$ cat config.mk
export PLATFORM = sky130hd
export DESIGN_NAME = asp_device_flat
export DESIGN_NICKNAME = d
export VERILOG_FILES = /design/src/asp_pkg.sv /design/src/asp_if.sv /design/src/asp_device.sv /design/src/flat_wrapper.sv
export VERILOG_INCLUDE_DIRS = /design/src
export SDC_FILE = /design/constraint.sdc
export NUM_CORES = 1
export LEC_CHECK = 0
export ABC_AREA = 1
export BUFFER_PORTS_ARGS = -buffer_cell sky130_fd_sc_hd__buf_4
export CORE_MARGIN = 2
export CORE_UTILIZATION = 50
export DETAILED_ROUTE_END_ITERATION = 6
export PLACE_DENSITY_LB_ADDON = 0.08
export SYNTH_ARGS = -nofsm -noshare
export SYNTH_HDL_FRONTEND = slang
export SYNTH_SLANG_ARGS = --single-unit
$ cat constraint.sdc
create_clock -name i_ref_clk -period 3.2 [get_ports i_ref_clk]
set_clock_uncertainty 0.05 [all_clocks]
set_input_delay 0.16 -clock i_ref_clk [delete_from_list [all_inputs] [get_ports i_ref_clk]]
set_output_delay 0.16 -clock i_ref_clk [all_outputs]
set_load 0.1 [all_outputs]
$ cat src/asp_defs.svh
// asp_defs.svh: offsets, field positions, reset values and timing counts
// of the converter serial register port; assumes inclusion by bare name.
`ifndef ASP_DEFS_SVH
`define ASP_DEFS_SVH

// ********************************
// command byte fields
// ********************************
`define ASP_RDY_BIT     7
`define ASP_RS_HI       5
`define ASP_RS_LO       4
`define ASP_RW_BIT      3
`define ASP_RS_COMM     2'h0
`define ASP_RS_SETUP    2'h1
`define ASP_RS_DATA     2'h3

// ********************************
// reset values and lengths
// ********************************
`define ASP_COMM_RST    8'h00
`define ASP_SETUP_RST   8'h00
`define ASP_DATA_RST    16'h0000
`define ASP_BYTE_BITS   8
`define ASP_WORD_BITS   16
`define ASP_ONES_RESET  32

// ********************************
// timing
// ********************************
`define ASP_REF_NS      100
`define ASP_SCLK_NS     800
`define ASP_HALF_CYC    ((`ASP_SCLK_NS) / (2 * `ASP_REF_NS))

`endif

$ cat src/asp_pkg.sv
// asp_pkg.sv: types shared by both ends of the serial register port.
// assumes asp_defs.svh for all numeric constants.
package asp_pkg;

  // ********************************
  // state types
  // ********************************
  typedef enum logic [1:0] {
    DST_CMD,
    DST_WR,
    DST_RD
  } asp_dev_state_t;

  typedef enum logic [2:0] {
    HST_IDLE,
    HST_SETUP,
    HST_LOW,
    HST_HIGH,
    HST_END
  } asp_host_state_t;

endpackage : asp_pkg

$ cat src/asp_if.sv
// asp_if.sv: the serial link between host and converter port.
// assumes a pull-up on the data-out wire when nobody drives it.
`timescale 1ns/1ps

interface asp_if;
  logic sclk;
  logic cs_n;
  logic din;
  logic dout_drv;
  logic dout_oe;
  logic dout;
  logic conversion_ready_n;

  // ********************************
  // wire resolution
  // ********************************
  // undriven line floats high through the pull-up
  assign dout = dout_oe ? dout_drv : 1'b1;

  modport device (
    input  sclk,
    input  cs_n,
    input  din,
    output dout_drv,
    output dout_oe,
    output conversion_ready_n
  );

  modport host (
    output sclk,
    output cs_n,
    output din,
    input  dout,
    input  conversion_ready_n
  );
endinterface : asp_if

$ cat src/asp_device.sv
// asp_device.sv: converter end of the serial register port.
// assumes link pins are asynchronous to i_ref_clk and slow against it.
//
// Contract
// - every access starts with a command write
// - after reset, wait for command write
// - command selects register and read/write
// - host writes read command, then clocks out
// - data in writes, data out reads, host clock
// - ready low when new word loaded
// - ready high after data register read
// - ready high before data register update
// - low chip select enables the port
// - rereading same word stays possible
// - ready readable as command register top bit
// - host idles serial clock high
// - chip select fall presents the first bit
// - 32 ones on data in reset port
// - port reset keeps register contents
// - shared line recovery: read 24, ones 32
// - 16-bit register: one or two transfers
// - command byte sets up next op at once
// - half duplex: no output on write, input ignored on read
// - read shifts most significant bit first
`timescale 1ns/1ps
`include "asp_defs.svh"

module asp_device
  import asp_pkg::*;
#(
  parameter int DATA_W     = 16,
  parameter int FIFO_DEPTH = 2
) (
  input  wire logic              i_ref_clk,
  input  wire logic              i_rst,
  asp_if.device                  link,
  input  wire logic              i_conv_valid,
  input  wire logic [DATA_W-1:0] i_conv_data,
  output logic                   o_conv_ready,
  output logic [7:0]             o_comm,
  output logic [7:0]             o_setup,
  output logic                   o_port_reset
);

  localparam int PW = (FIFO_DEPTH > 1) ? $clog2(FIFO_DEPTH) : 1;

  // ********************************
  // pin synchronisers
  // ********************************
  logic [1:0] sclk_s_q;
  logic [1:0] cs_s_q;
  logic [1:0] din_s_q;
  logic       sclk_p_q;
  logic       cs_p_q;

  always_ff @(posedge i_ref_clk or posedge i_rst) begin
    if (i_rst) begin
      sclk_s_q <= 2'h3;
      cs_s_q   <= 2'h3;
      din_s_q  <= 2'h3;
      sclk_p_q <= 1'b1;
      cs_p_q   <= 1'b1;
    end else begin
      sclk_s_q <= {sclk_s_q[0], link.sclk};
      cs_s_q   <= {cs_s_q[0], link.cs_n};
      din_s_q  <= {din_s_q[0], link.din};
      sclk_p_q <= sclk_s_q[1];
      cs_p_q   <= cs_s_q[1];
    end
  end

  logic sel;
  logic rise;
  logic fall;
  logic cs_fall;
  logic din_b;

  assign sel     = ~cs_s_q[1];
  assign rise    = sel & sclk_s_q[1] & ~sclk_p_q;
  assign fall    = sel & ~sclk_s_q[1] & sclk_p_q;
  assign cs_fall = sel & cs_p_q;
  assign din_b   = din_s_q[1];

  // ********************************
  // resync on a run of ones
  // ********************************
  logic [5:0] ones_q;
  logic       port_rst;

  assign port_rst = rise & din_b & (ones_q == 6'(`ASP_ONES_RESET - 1));

  always_ff @(posedge i_ref_clk or posedge i_rst) begin
    if (i_rst) begin
      ones_q <= 6'h00;
    end else if (rise) begin
      ones_q <= (din_b && !port_rst) ? ones_q + 6'h01 : 6'h00;
    end
  end

  always_ff @(posedge i_ref_clk or posedge i_rst) begin
    if (i_rst) begin
      o_port_reset <= 1'b0;
    end else begin
      o_port_reset <= port_rst;
    end
  end

  // ********************************
  // transfer sequencer
  // ********************************
  asp_dev_state_t state_q;
  logic [1:0]     rs_q;
  logic [4:0]     cnt_q;
  logic [7:0]     shin_q;
  logic [7:0]     byte_in;
  logic [4:0]     len;
  logic           last;

  assign byte_in = {shin_q[6:0], din_b};
  // a data register phase is one 16-bit run; a pause of chip select between
  // its halves keeps the count, so two 8-bit transfers also work
  assign len  = (state_q != DST_CMD && rs_q == `ASP_RS_DATA) ?
                5'(`ASP_WORD_BITS) : 5'(`ASP_BYTE_BITS);
  assign last = rise & (cnt_q == len - 5'h01);

  always_ff @(posedge i_ref_clk or posedge i_rst) begin
    if (i_rst) begin
      state_q <= DST_CMD;
      rs_q    <= `ASP_RS_COMM;
      cnt_q   <= 5'h00;
    end else if (port_rst) begin
      state_q <= DST_CMD;
      cnt_q   <= 5'h00;
    end else if (rise) begin
      if (last) begin
        cnt_q <= 5'h00;
        case (state_q)
          DST_CMD: begin
            rs_q <= byte_in[`ASP_RS_HI:`ASP_RS_LO];
            if (byte_in[`ASP_RW_BIT]) begin
              state_q <= DST_RD;
            end else if (byte_in[`ASP_RS_HI:`ASP_RS_LO] != `ASP_RS_COMM) begin
              state_q <= DST_WR;
            end else begin
              state_q <= DST_CMD;
            end
          end
          default: begin
            state_q <= DST_CMD;
          end
        endcase
      end else begin
        cnt_q <= cnt_q + 5'h01;
      end
    end
  end

  // input shifter freezes during reads
  always_ff @(posedge i_ref_clk or posedge i_rst) begin
    if (i_rst) begin
      shin_q <= 8'h00;
    end else if (rise && state_q != DST_RD) begin
      shin_q <= byte_in;
    end
  end

  // ********************************
  // registers
  // ********************************
  logic [7:0]        comm_q;
  logic [7:0]        setup_q;
  logic [DATA_W-1:0] data_q;
  logic              ready_n_q;

  always_ff @(posedge i_ref_clk or posedge i_rst) begin
    if (i_rst) begin
      comm_q <= `ASP_COMM_RST;
    end else if (last && !port_rst && state_q == DST_CMD) begin
      comm_q <= {1'b0, byte_in[6:0]};
    end
  end

  // data register is read-only; writes to it are shifted and dropped
  always_ff @(posedge i_ref_clk or posedge i_rst) begin
    if (i_rst) begin
      setup_q <= `ASP_SETUP_RST;
    end else if (last && !port_rst && state_q == DST_WR && rs_q == `ASP_RS_SETUP) begin
      setup_q <= byte_in;
    end
  end

  assign o_comm  = comm_q;
  assign o_setup = setup_q;

  // ********************************
  // read path
  // ********************************
  logic [15:0] shout_q;
  logic [15:0] rd_word;
  logic        first_q;
  logic        rose_q;
  logic        dout_q;
  logic        present;

  always_comb begin
    case (byte_in[`ASP_RS_HI:`ASP_RS_LO])
      `ASP_RS_COMM:  rd_word = {ready_n_q, comm_q[6:0], 8'h00};
      `ASP_RS_SETUP: rd_word = {setup_q, 8'h00};
      `ASP_RS_DATA:  rd_word = 16'(data_q);
      default:       rd_word = 16'h0000;
    endcase
  end

  // one shift per bit: cs fall or the first sclk fall presents the top bit
  assign present = (fall | cs_fall) & (state_q == DST_RD) & (first_q | rose_q);

  always_ff @(posedge i_ref_clk or posedge i_rst) begin
    if (i_rst) begin
      shout_q <= 16'h0000;
      first_q <= 1'b0;
      rose_q  <= 1'b0;
      dout_q  <= 1'b1;
    end else if (last && !port_rst && state_q == DST_CMD && byte_in[`ASP_RW_BIT]) begin
      shout_q <= rd_word;
      first_q <= 1'b1;
      rose_q  <= 1'b0;
    end else if (present) begin
      dout_q  <= shout_q[15];
      shout_q <= {shout_q[14:0], 1'b0};
      first_q <= 1'b0;
      rose_q  <= 1'b0;
    end else if (rise && state_q == DST_RD) begin
      rose_q  <= 1'b1;
    end
  end

  assign link.dout_drv = dout_q;
  assign link.dout_oe  = sel & (state_q == DST_RD);

  // ********************************
  // conversion buffer
  // ********************************
  logic [DATA_W-1:0] mem_q [FIFO_DEPTH];
  logic [PW-1:0]     wp_q;
  logic [PW-1:0]     rp_q;
  logic [PW:0]       fill_q;
  logic              push;
  logic              pop;
  logic              upd_q;
  logic              busy_rd;
  logic              rd_done;

  assign o_conv_ready = (fill_q != (PW+1)'(FIFO_DEPTH));
  assign push         = i_conv_valid & o_conv_ready;
  assign pop          = upd_q;
  // hold new words back while the data register is being shifted out
  assign busy_rd      = (state_q == DST_RD) && (rs_q == `ASP_RS_DATA);
  assign rd_done      = last & ~port_rst & busy_rd;

  always_ff @(posedge i_ref_clk or posedge i_rst) begin
    if (i_rst) begin
      wp_q   <= '0;
      rp_q   <= '0;
      fill_q <= '0;
    end else begin
      if (push) begin
        wp_q <= (wp_q == PW'(FIFO_DEPTH - 1)) ? '0 : wp_q + PW'(1);
      end
      if (pop) begin
        rp_q <= (rp_q == PW'(FIFO_DEPTH - 1)) ? '0 : rp_q + PW'(1);
      end
      fill_q <= fill_q + (PW+1)'(push) - (PW+1)'(pop);
    end
  end

  always_ff @(posedge i_ref_clk) begin
    if (push) begin
      mem_q[wp_q] <= i_conv_data;
    end
  end

  // ********************************
  // data register update and ready flag
  // ********************************
  always_ff @(posedge i_ref_clk or posedge i_rst) begin
    if (i_rst) begin
      upd_q  <= 1'b0;
      data_q <= DATA_W'(`ASP_DATA_RST);
    end else if (upd_q) begin
      upd_q  <= 1'b0;
      data_q <= mem_q[rp_q];
    end else if (fill_q != '0 && !busy_rd) begin
      upd_q  <= 1'b1;
    end
  end

  // load beats completion so a fresh word is never flagged as read
  always_ff @(posedge i_ref_clk or posedge i_rst) begin
    if (i_rst) begin
      ready_n_q <= 1'b1;
    end else if (upd_q) begin
      ready_n_q <= 1'b0;
    end else if ((fill_q != '0 && !busy_rd) || rd_done) begin
      ready_n_q <= 1'b1;
    end
  end

  assign link.conversion_ready_n = ready_n_q;

endmodule : asp_device

$ cat src/flat_wrapper.sv
// flat-port wrapper written by rule: the top's interface ports become plain ports
module asp_device_flat import asp_pkg::*;
#(
  parameter int DATA_W     = 16,
  parameter int FIFO_DEPTH = 2
)
  (i_ref_clk, i_rst, i_conv_valid, i_conv_data, o_conv_ready, o_comm, o_setup, o_port_reset, link_sclk, link_cs_n, link_din, link_dout_drv, link_dout_oe, link_conversion_ready_n);
  asp_if link_i ();
  input  wire logic i_ref_clk;
  input  wire logic i_rst;
  input  wire logic i_conv_valid;
  input  wire logic [DATA_W-1:0] i_conv_data;
  output logic o_conv_ready;
  output logic [7:0] o_comm;
  output logic [7:0] o_setup;
  output logic o_port_reset;
  input wire logic [$bits(link_i.sclk)-1:0] link_sclk;
  input wire logic [$bits(link_i.cs_n)-1:0] link_cs_n;
  input wire logic [$bits(link_i.din)-1:0] link_din;
  output wire logic [$bits(link_i.dout_drv)-1:0] link_dout_drv;
  output wire logic [$bits(link_i.dout_oe)-1:0] link_dout_oe;
  output wire logic [$bits(link_i.conversion_ready_n)-1:0] link_conversion_ready_n;
  assign link_i.sclk = link_sclk;
  assign link_i.cs_n = link_cs_n;
  assign link_i.din = link_din;
  assign link_dout_drv = link_i.dout_drv;
  assign link_dout_oe = link_i.dout_oe;
  assign link_conversion_ready_n = link_i.conversion_ready_n;
  asp_device #(.DATA_W(DATA_W), .FIFO_DEPTH(FIFO_DEPTH)) u_core (.i_ref_clk(i_ref_clk), .i_rst(i_rst), .link(link_i), .i_conv_valid(i_conv_valid), .i_conv_data(i_conv_data), .o_conv_ready(o_conv_ready), .o_comm(o_comm), .o_setup(o_setup), .o_port_reset(o_port_reset));
endmodule
==> results of run 1 <==
## worst max-delay path, stage by stage, from the launching register on
cell and delay, ps:
sky130_fd_sc_hd__dfstp_2 550, sky130_fd_sc_hd__nand2_1 70, sky130_fd_sc_hd__nor2_2 380, sky130_fd_sc_hd__nand3_1 130, sky130_fd_sc_hd__nor2_1 150, sky130_fd_sc_hd__nand4_1 90, sky130_fd_sc_hd__buf_4 250, sky130_fd_sc_hd__nand3_1 90
sky130_fd_sc_hd__nand3_1 80
## layout by cell type, fill, tap and decap left out, types with 2 or more instances in the layout
cell and n:
sky130_fd_sc_hd__nand2_1 98, sky130_fd_sc_hd__dfrtp_1 77, sky130_fd_sc_hd__buf_4 48, sky130_fd_sc_hd__nand3_1 43, sky130_fd_sc_hd__nor2_1 42, sky130_fd_sc_hd__inv_1 40, sky130_fd_sc_hd__edfxtp_1 32, sky130_fd_sc_hd__o21ai_0 21
sky130_fd_sc_hd__dlygate4sd3_1 21, sky130_fd_sc_hd__nand4_1 16, sky130_fd_sc_hd__clkbuf_16 16, sky130_fd_sc_hd__o22ai_1 11, sky130_fd_sc_hd__dfstp_2 10, sky130_fd_sc_hd__a31oi_1 9, sky130_fd_sc_hd__o211ai_1 8, sky130_fd_sc_hd__o21ai_2 7
sky130_fd_sc_hd__nand2_2 6, sky130_fd_sc_hd__inv_2 5, sky130_fd_sc_hd__a21oi_1 5, sky130_fd_sc_hd__xor2_1 4, sky130_fd_sc_hd__clkinv_2 4, sky130_fd_sc_hd__ha_1 4, sky130_fd_sc_hd__nand3_4 3, sky130_fd_sc_hd__nor2_2 3
sky130_fd_sc_hd__a21oi_2 3, sky130_fd_sc_hd__clkinvlp_4 3, sky130_fd_sc_hd__nand2_4 2, sky130_fd_sc_hd__o21ai_1 2, sky130_fd_sc_hd__xnor2_1 2, sky130_fd_sc_hd__nor3_1 2, sky130_fd_sc_hd__clkbuf_8 2, sky130_fd_sc_hd__clkinv_4 2
sky130_fd_sc_hd__clkbuf_1 2, sky130_fd_sc_hd__bufinv_16 2
## layer usage
metal / global-route usage, % / wire length (um) / vias to the layer above
li1: - / - / 1781
met4: 8.012 / 142 / 0
met5: 0 / 0 / -
met2: 33.85 / 5058 / 65
met3: 5.201 / 365 / 14
met1: 27.19 / 4814 / 1711
## cell type report
cell class / count / area share [%]
multi-input combinational: 302 / 25.80
inverter: 46 / 2.791
tap: 133 / 2.670
sequential: 119 / 50.55
clock inverter: 12 / 2.048
clock buffer: 20 / 6.987
timing repair buffer: 69 / 9.155
## logic make-up (layout without fill, tap and decap cells)
group	after synthesis	count (layout)
other	1	1
AND/OR/NAND/NOR	221	221
adder cells (fa/ha/maj)	4	4
flip-flops	119	119
AO/OA/AOI/OAI	70	70
buffers and inverters	67	147
XOR/XNOR	6	6
## path summary, 6_finish.rpt
path                                     end  slack [ps]  cells past startpoint
setup / recovery           u_core.shout_q[2]        1250                      8
max in group asynchronous      u_core.cs_p_q        2140                      4
hold reg to reg            u_core.din_s_q[1]         310                      0
min in group i_ref_clk     u_core.din_s_q[0]         240                      2
hold / removal              u_core.ones_q[1]         150                      3
setup reg to reg           u_core.shout_q[2]        1250                      8
## through the flow
step                      power, mW  hold WS, ps  instances  setup slack [ps]
final                         5.032        145.6        701              1245
after global routing          5.315        178.0        701              1069
after CTS                     5.063        158.8        701              1229
after detailed placement      3.247        153.0        648              1234
after global placement        3.217        142.2        648              1261
after floorplan               2.952        114.5        488             740.0
## power by group through the flow
stage / Combinational [mW] / Clock, mW / Sequential (mW)
final: 1.11 / 1.80 / 2.12
after global routing: 1.25 / 1.91 / 2.16
after CTS: 1.12 / 1.82 / 2.12
after detailed placement: 1.10 / 0 / 2.15
after global placement: 1.08 / 0 / 2.14
after floorplan: 0.744 / 0 / 2.21
## timing repair
action | CTS | global route
endpoints found under the hold margin | 61 | 0
setup endpoints to repair | 0 | 0
hold buffers | 21 | 0
buffers inserted | 0 | 0
## flip-flops by register name, indices dropped and copies added (netlist names), 2 cells and up
| register | flops |
|---|---|
| u_core.cnt_q | 5 |
| u_core.cs_s_q | 2 |
| u_core.data_q | 16 |
| u_core.din_s_q | 2 |
| u_core.fill_q | 2 |
| u_core.mem_q | 32 |
| u_core.o_comm | 7 |
| u_core.o_setup | 8 |
| u_core.ones_q | 6 |
| u_core.rs_q | 2 |
| u_core.sclk_s_q | 2 |
| u_core.shin_q | 7 |
| u_core.shout_q | 16 |
| u_core.state_q | 2 |
==> implementation parameters, run 1 <==
Parameter                              Value

Yosys
  Fraction of the yosys area taken by sequential cells    62.45%
  Share of cell area taken by muxes after synthesis    0%
  Yosys top cell by area    sky130_fd_sc_hd__dfrtp_1
  Compound-Gate Fraction of Synth Area    ~9%
  Fraction of synthesis flops using an asynchronous set or reset pin    73.11%
  Most area-consuming cells after synthesis    sky130_fd_sc_hd__dfrtp_1 (38%), sky130_fd_sc_hd__edfxtp_1 (19%), sky130_fd_sc_hd__nand2_1 (7.3%), sky130_fd_sc_hd__dfstp_2 (5.2%), sky130_fd_sc_hd__nand3_1 (4.3%)
  Top-count cell post-synth    sky130_fd_sc_hd__nand2_1
  Most used flip-flop cell after synthesis    sky130_fd_sc_hd__dfrtp_1
  Post-Syn Area    5045 um2
  Largest family of logic cells by synthesized area    simple AND/OR/NAND/NOR gates
  Synthesized-area fraction occupied by and/or/nand/nor cells    20.96%
  Syn Area/Cell    10.34 um2
  Adder and majority gate portion of the synthesized area    0.9921%
  Number of storage elements in the synthesis netlist    between 100 and 150
  Count of mapped cells out of synthesis    488
  Leading cell types by count after synthesis    sky130_fd_sc_hd__nand2_1 (98), sky130_fd_sc_hd__dfrtp_1 (77), sky130_fd_sc_hd__nand3_1 (43)
  Number of warnings printed during yosys synthesis    0
  Synth Area in XOR/XNOR    1.042%
  Syn_nets    514
  Number of different library cells in the post-synthesis netlist    40
  Number of enable flip-flop cells after synthesis    32
  Top-area cell type share of the netlist area    38.19%

Route
  Wire length after detailed routing    10380 um
  Antenna Nets Post-Route    0
  Via total after detailed routing    3571
  Number of iterations in the first detailed-routing pass    4
  DR vias/cell    approximately 5.1
  Drt drc    0
  Starting DRC count in detailed routing    216
  Average routed wire per standard cell    14.81 um

Final layout
  Sequential standard cell area    3151 um2
  Antenna cells    0
  Post-route cell area    6232 um2
  Share of cells above drive strength 1    21.30%
  Area of combinational cells with multiple inputs    1608 um2
  Nets    581
  Layout overhead on the synthesized area    23.54%
  Final core area utilization    63.76%
  Layout fillers    768

Worst setup path
  Critical path data arrival time    2300 ps
  Source of the worst register-to-register timing path    u_core.sclk_s_q[1]
  Element type at the critical path end    flop
  Required @ worst endpoint    3550 ps
  Startpoint Class    flop
  Kind of critical path    flop to flop
  Max FO, Critical Path    20
  Startpoint of the worst setup timing path    u_core.sclk_s_q[1]

STA
  Transition time at the pin with the least slew margin    642.5 ps
  Unrepaired setup endpoints after global routing    false
  Clock period minus final worst setup slack    1955 ps
  Number of setup violations in the final report    0
  Fin crit share    61.08%
  Max Fclk    approximately 510 MHz
  Total negative setup slack    0 ps
  Slew headroom    56.77%
  Number of pins exceeding their max-slew limit in the final report    0
  Final hold violations    0

GRT
  Overall global routing resource usage    20.90%
  Largest net degree at the start of global routing    37
  Final global-route overflow total    0
  Global-route wire length before repair    17760 um
  Vias in the first global route    3623
  Initial antenna violation count    0

Power
  Clock network power share    35.7%
  Share of total power consumed by net switching    between 30% and 40%
  Max IR drop VDD    0.6030 mV
  Power density over the cells    807.5 nW/um2
  Flop pwr share    42.1%
  Leakage    2.791 nW
  Switching Power    roughly 1.7 mW
  Internal Pwr Total    3.378 mW
  Combinational cell fraction of total power    between 20% and 30%

Placed design
  Post-place instance area    about 5500 um2
  Detail Placement HPWL    6825 um
  Number of I/O port buffers    a little over 40
  Final weighted congestion in routability-driven placement    0.8067

Clock tree
  Clock buffers created by TritonCTS    17
  Sinks on Clock Net    around 120
  Number of H-tree levels    4
  Cell chosen for the clock root    sky130_fd_sc_hd__clkbuf_8
  Post-CTS clock slew at the launch and capture registers of the worst setup and hold paths    about 60 ps
  TritonCTS clock tree    done
  Clock Tree Buf Depth    2
  Clock network latency to the later pin of the worst-skew pair    520 ps
  Cells resized by post-CTS repair    0

Floorplan
  Initial cell density of the core    ~52%
  Die Footprint    10910 um2
  Die span in x    ~100 um
  Boundary Pins    43
  Placeable Area    9774 um2
  Std cell rows    36
  Die Height    104.4 um

Status
  Result of the run    complete, no violations

Job
  Max-cap violation count    0

Worst hold path
  Worst min-delay path category    input pin to async pin
(Power assumes the default switching activity.)
==> run 2: changes to the inputs <==
- clock period: 3.2 -> 1.6 ns (I/O delays scaled with it)
==> run 2 against run 1 <==
  * The run now ends with setup timing left
  * Clock power increased by 80%
  * Setup slack lost 1300 ps
  * Utilization rose by 6.3 points
  * Global-route usage is 0.31 points higher
  * Combinational power rose by 140%
  * Critical path type unchanged
  * Critical endpoint is now u_core.shout_q[13]
  * Largest cell class unchanged
==> implementation parameters, run 2 (synthesis gave the netlist of run 1 again) <==
Parameter                              Value

Power
  Power density over the cells    1467 nW/um2 (+82%)
  Combinational cell fraction of total power    26.5% (+4.4 points)
  Switching Power    3.384 mW (+100%)
  Internal Pwr Total    6.669 mW (+97%)
  Flop pwr share    41.3% (-0.8 points)
  Leakage    3.036 nW (+8.8%)
  Share of total power consumed by net switching    33.66% (+0.78 points)
  Final Total Pwr    10.05 mW (+100%)
  Max IR drop VDD    1.213 mV (+100%)
  Clock network power share    32.2% (-3.5 points)

STA
  Post-layout worst setup margin    -101.9 ps (-1347 ps)
  Unrepaired setup endpoints after global routing    true
  Worst-case hold slack    153.0 ps (+7.452 ps)
  Number of pins exceeding their max-slew limit in the final report    0 (unchanged)
  Clock period minus final worst setup slack    1702 ps (-252.8 ps)
  Final hold violations    0 (unchanged)
  Number of setup violations in the final report    31 (+31)
  Max Fclk    587.6 MHz (+15%)
  Slew headroom    66.62% (+9.8 points)
  Fin crit share    106.4% (+45 points)
  Transition time at the pin with the least slew margin    500.1 ps (-142.4 ps)
  Total negative setup slack    -1068 ps (-1068 ps)

Floorplan
  Initial cell density of the core    51.61% (unchanged)
  Boundary Pins    43 (unchanged)
  Die span in x    104.4 um (unchanged)
  Placeable Area    9774 um2 (unchanged)
  Die Footprint    10910 um2 (unchanged)
  Die Height    104.4 um (unchanged)
  Std cell rows    36 (unchanged)

Final layout
  Commonest cells after routing, fill and taps aside    sky130_fd_sc_hd__nand2_1 (87), sky130_fd_sc_hd__dfrtp_1 (77), sky130_fd_sc_hd__buf_4 (74)
  Layout fillers    738 (-3.9%)
  Share of cells above drive strength 1    31.54% (+10 points)
  Area of combinational cells with multiple inputs    1795 um2 (+12%)
  Commonest non-fill, non-tap cell in the layout    sky130_fd_sc_hd__nand2_1
  Final core area utilization    70.10% (+6.3 points)
  Sequential standard cell area    3151 um2 (unchanged)
  Registers with the most flip-flops    u_core.mem_q: 32 flops, u_core.data_q: 16 flops, u_core.shout_q: 16 flops
  Flip-flop count of the largest register, all copies and words added    32 (unchanged)
  Register ranked first by flip-flop count    u_core.mem_q
  Layout overhead on the synthesized area    35.81%
  Nets    625 (+7.6%)
  Antenna cells    0 (unchanged)

Clock tree
  Clock Tree Buf Depth    2 (unchanged)
  Number of H-tree levels    4 (unchanged)
  Sinks on Clock Net    119 (unchanged)
  Post-CTS clock slew at the launch and capture registers of the worst setup and hold paths    60 ps (about the same)
  Clock buffers created by TritonCTS    17 (unchanged)
  TritonCTS clock tree    done
  Cell chosen for the clock root    sky130_fd_sc_hd__clkbuf_8
  Clock network latency to the later pin of the worst-skew pair    530 ps (about the same)

GRT
  Initial antenna violation count    0 (unchanged)
  Global-route wire length before repair    17780 um (+0.12%)
  Overall global routing resource usage    21.21% (+0.31 points)
  Vias in the first global route    3706 (+2.3%)
  Largest net degree at the start of global routing    88 (+140%)
  Final global-route overflow total    0 (unchanged)

Status
  Failing checks    setup timing
  Result of the run    finished with violations

Job
  Max-cap violation count    0 (unchanged)

Route
  Number of iterations in the first detailed-routing pass    4 (unchanged)
  Drt drc    0 (unchanged)
  Average routed wire per standard cell    14.37 um (-2.9%)
  Via total after detailed routing    3748 (+5.0%)
  Routed length on met2    5194 um (+2.7%)
  Wire length after detailed routing    10710 um (+3.2%)
  DR vias/cell    5.031 (-1.2%)
  Highest layer used for signal routing    met4
  Antenna Nets Post-Route    0 (unchanged)
  Detailed-routed wire length on met3    491 um (+35%)
  Starting DRC count in detailed routing    215 (-0.46%)
  Wire length on met1    4816 um (about the same)

Worst setup path
  Critical path data arrival time    2110 ps (-190 ps)
  Largest incremental delay on the critical path    350 ps (-200 ps)
  Max FO, Critical Path    12 (-40%)
  Element type at the critical path end    flop
  Kind of critical path    flop to flop
  Startpoint Class    flop
  Required @ worst endpoint    2000 ps (-1550 ps)
  Cell with the biggest individual delay on the critical path    sky130_fd_sc_hd__dfrtp_1
  Series of cell instances along the critical path    ha_2, nand2_2, inv_2, nand2_2, nor2_4, buf_6, nand3_4, nor2_4, buf_12, nand4_1, nand3_1

Placed design
  Detail Placement HPWL    6930 um (+1.5%)
  Number of I/O port buffers    41 (unchanged)
  Final weighted congestion in routability-driven placement    0.9025 (+12%)

Worst hold path
  Worst min-delay path category    input pin to flop
## run 2: cell types whose count changed in the layout (fill, tap and decap cells not counted), moves of 3 or more
cell                         delta
sky130_fd_sc_hd__nor2_4         +7
sky130_fd_sc_hd__nor2_1         -8
sky130_fd_sc_hd__nand2_4        +3
sky130_fd_sc_hd__buf_12         +9
sky130_fd_sc_hd__nand2_8        +3
sky130_fd_sc_hd__clkinvlp_4     +4
sky130_fd_sc_hd__nand2_2        +6
sky130_fd_sc_hd__buf_6          +6
sky130_fd_sc_hd__nand2_1       -11
sky130_fd_sc_hd__buf_4         +26
## run 2: critical path: cells and delay by family, from the launching register on
family / cells / cell delay, ps
and+or+nand+nor: 7 / 730
DFF: 1 / 350
adders and majority gates: 1 / 190
buffers and inverters: 3 / 320
## run 2: area by class of cell
type                            instances  share of cell area [%]
Clock buffer                           21                   6.410
Clock inverter                         11                   1.132
Inverter                               46                   2.684
Multi-Input combinational cell        304                   26.21
Sequential cell                       119                   45.98
Tap cell                              133                   2.429
Timing Repair Buffer                  111                   15.16
## run 2: path summary, 6_finish.rpt
check,start,end,slack [ps],cells past startpoint
setup / recovery,u_core.cnt_q[1],u_core.shout_q[13],-100,11
min in group asynchronous,i_rst,u_core.o_comm[1],180,4
setup reg to reg,u_core.cnt_q[1],u_core.shout_q[13],-100,11
max in group asynchronous,i_rst,u_core.link.dout_drv,930,4
hold reg to reg,u_core.din_s_q[0],u_core.din_s_q[1],300,0
hold / removal,link_din,u_core.din_s_q[0],150,2
## run 2: per-stage QoR
stage | std cells | setup WS [ps] | cell area (um2)
final | 745 | -101.9 | 6852
after global routing | 745 | -198.2 | 6852
after CTS | 736 | -83.36 | 6674
after detailed placement | 676 | -109.2 | 5799
after global placement | 676 | -72.14 | 5799
after floorplan | 488 | -303.6 | 5104
## run 2: layer usage
layer  up-vias  track usage, %
met5         -               0
met4         0           10.62
met3        20           6.642
met1      1771           27.25
met2        87           32.49
li1       1870               -
## run 2: power groups by stage
| stage | sequential (mW) | clock, mW | combinational (mW) |
|---|---|---|---|
| floorplan | 4.43 | 0 | 1.54 |
| global placement | 4.18 | 0 | 2.49 |
| detailed placement | 4.19 | 0 | 2.55 |
| CTS | 4.15 | 3.32 | 2.65 |
| global route | 4.22 | 3.48 | 2.92 |
| finish | 4.15 | 3.24 | 2.66 |
## run 2: repair_timing
item,in CTS,in global routing
gates cloned,2,2
pin swaps,8,8
buffers inserted,5,7
setup endpoints to repair,42,44
hold buffers,21,0
endpoints found under the hold margin,124,0
gates resized for setup,17,29
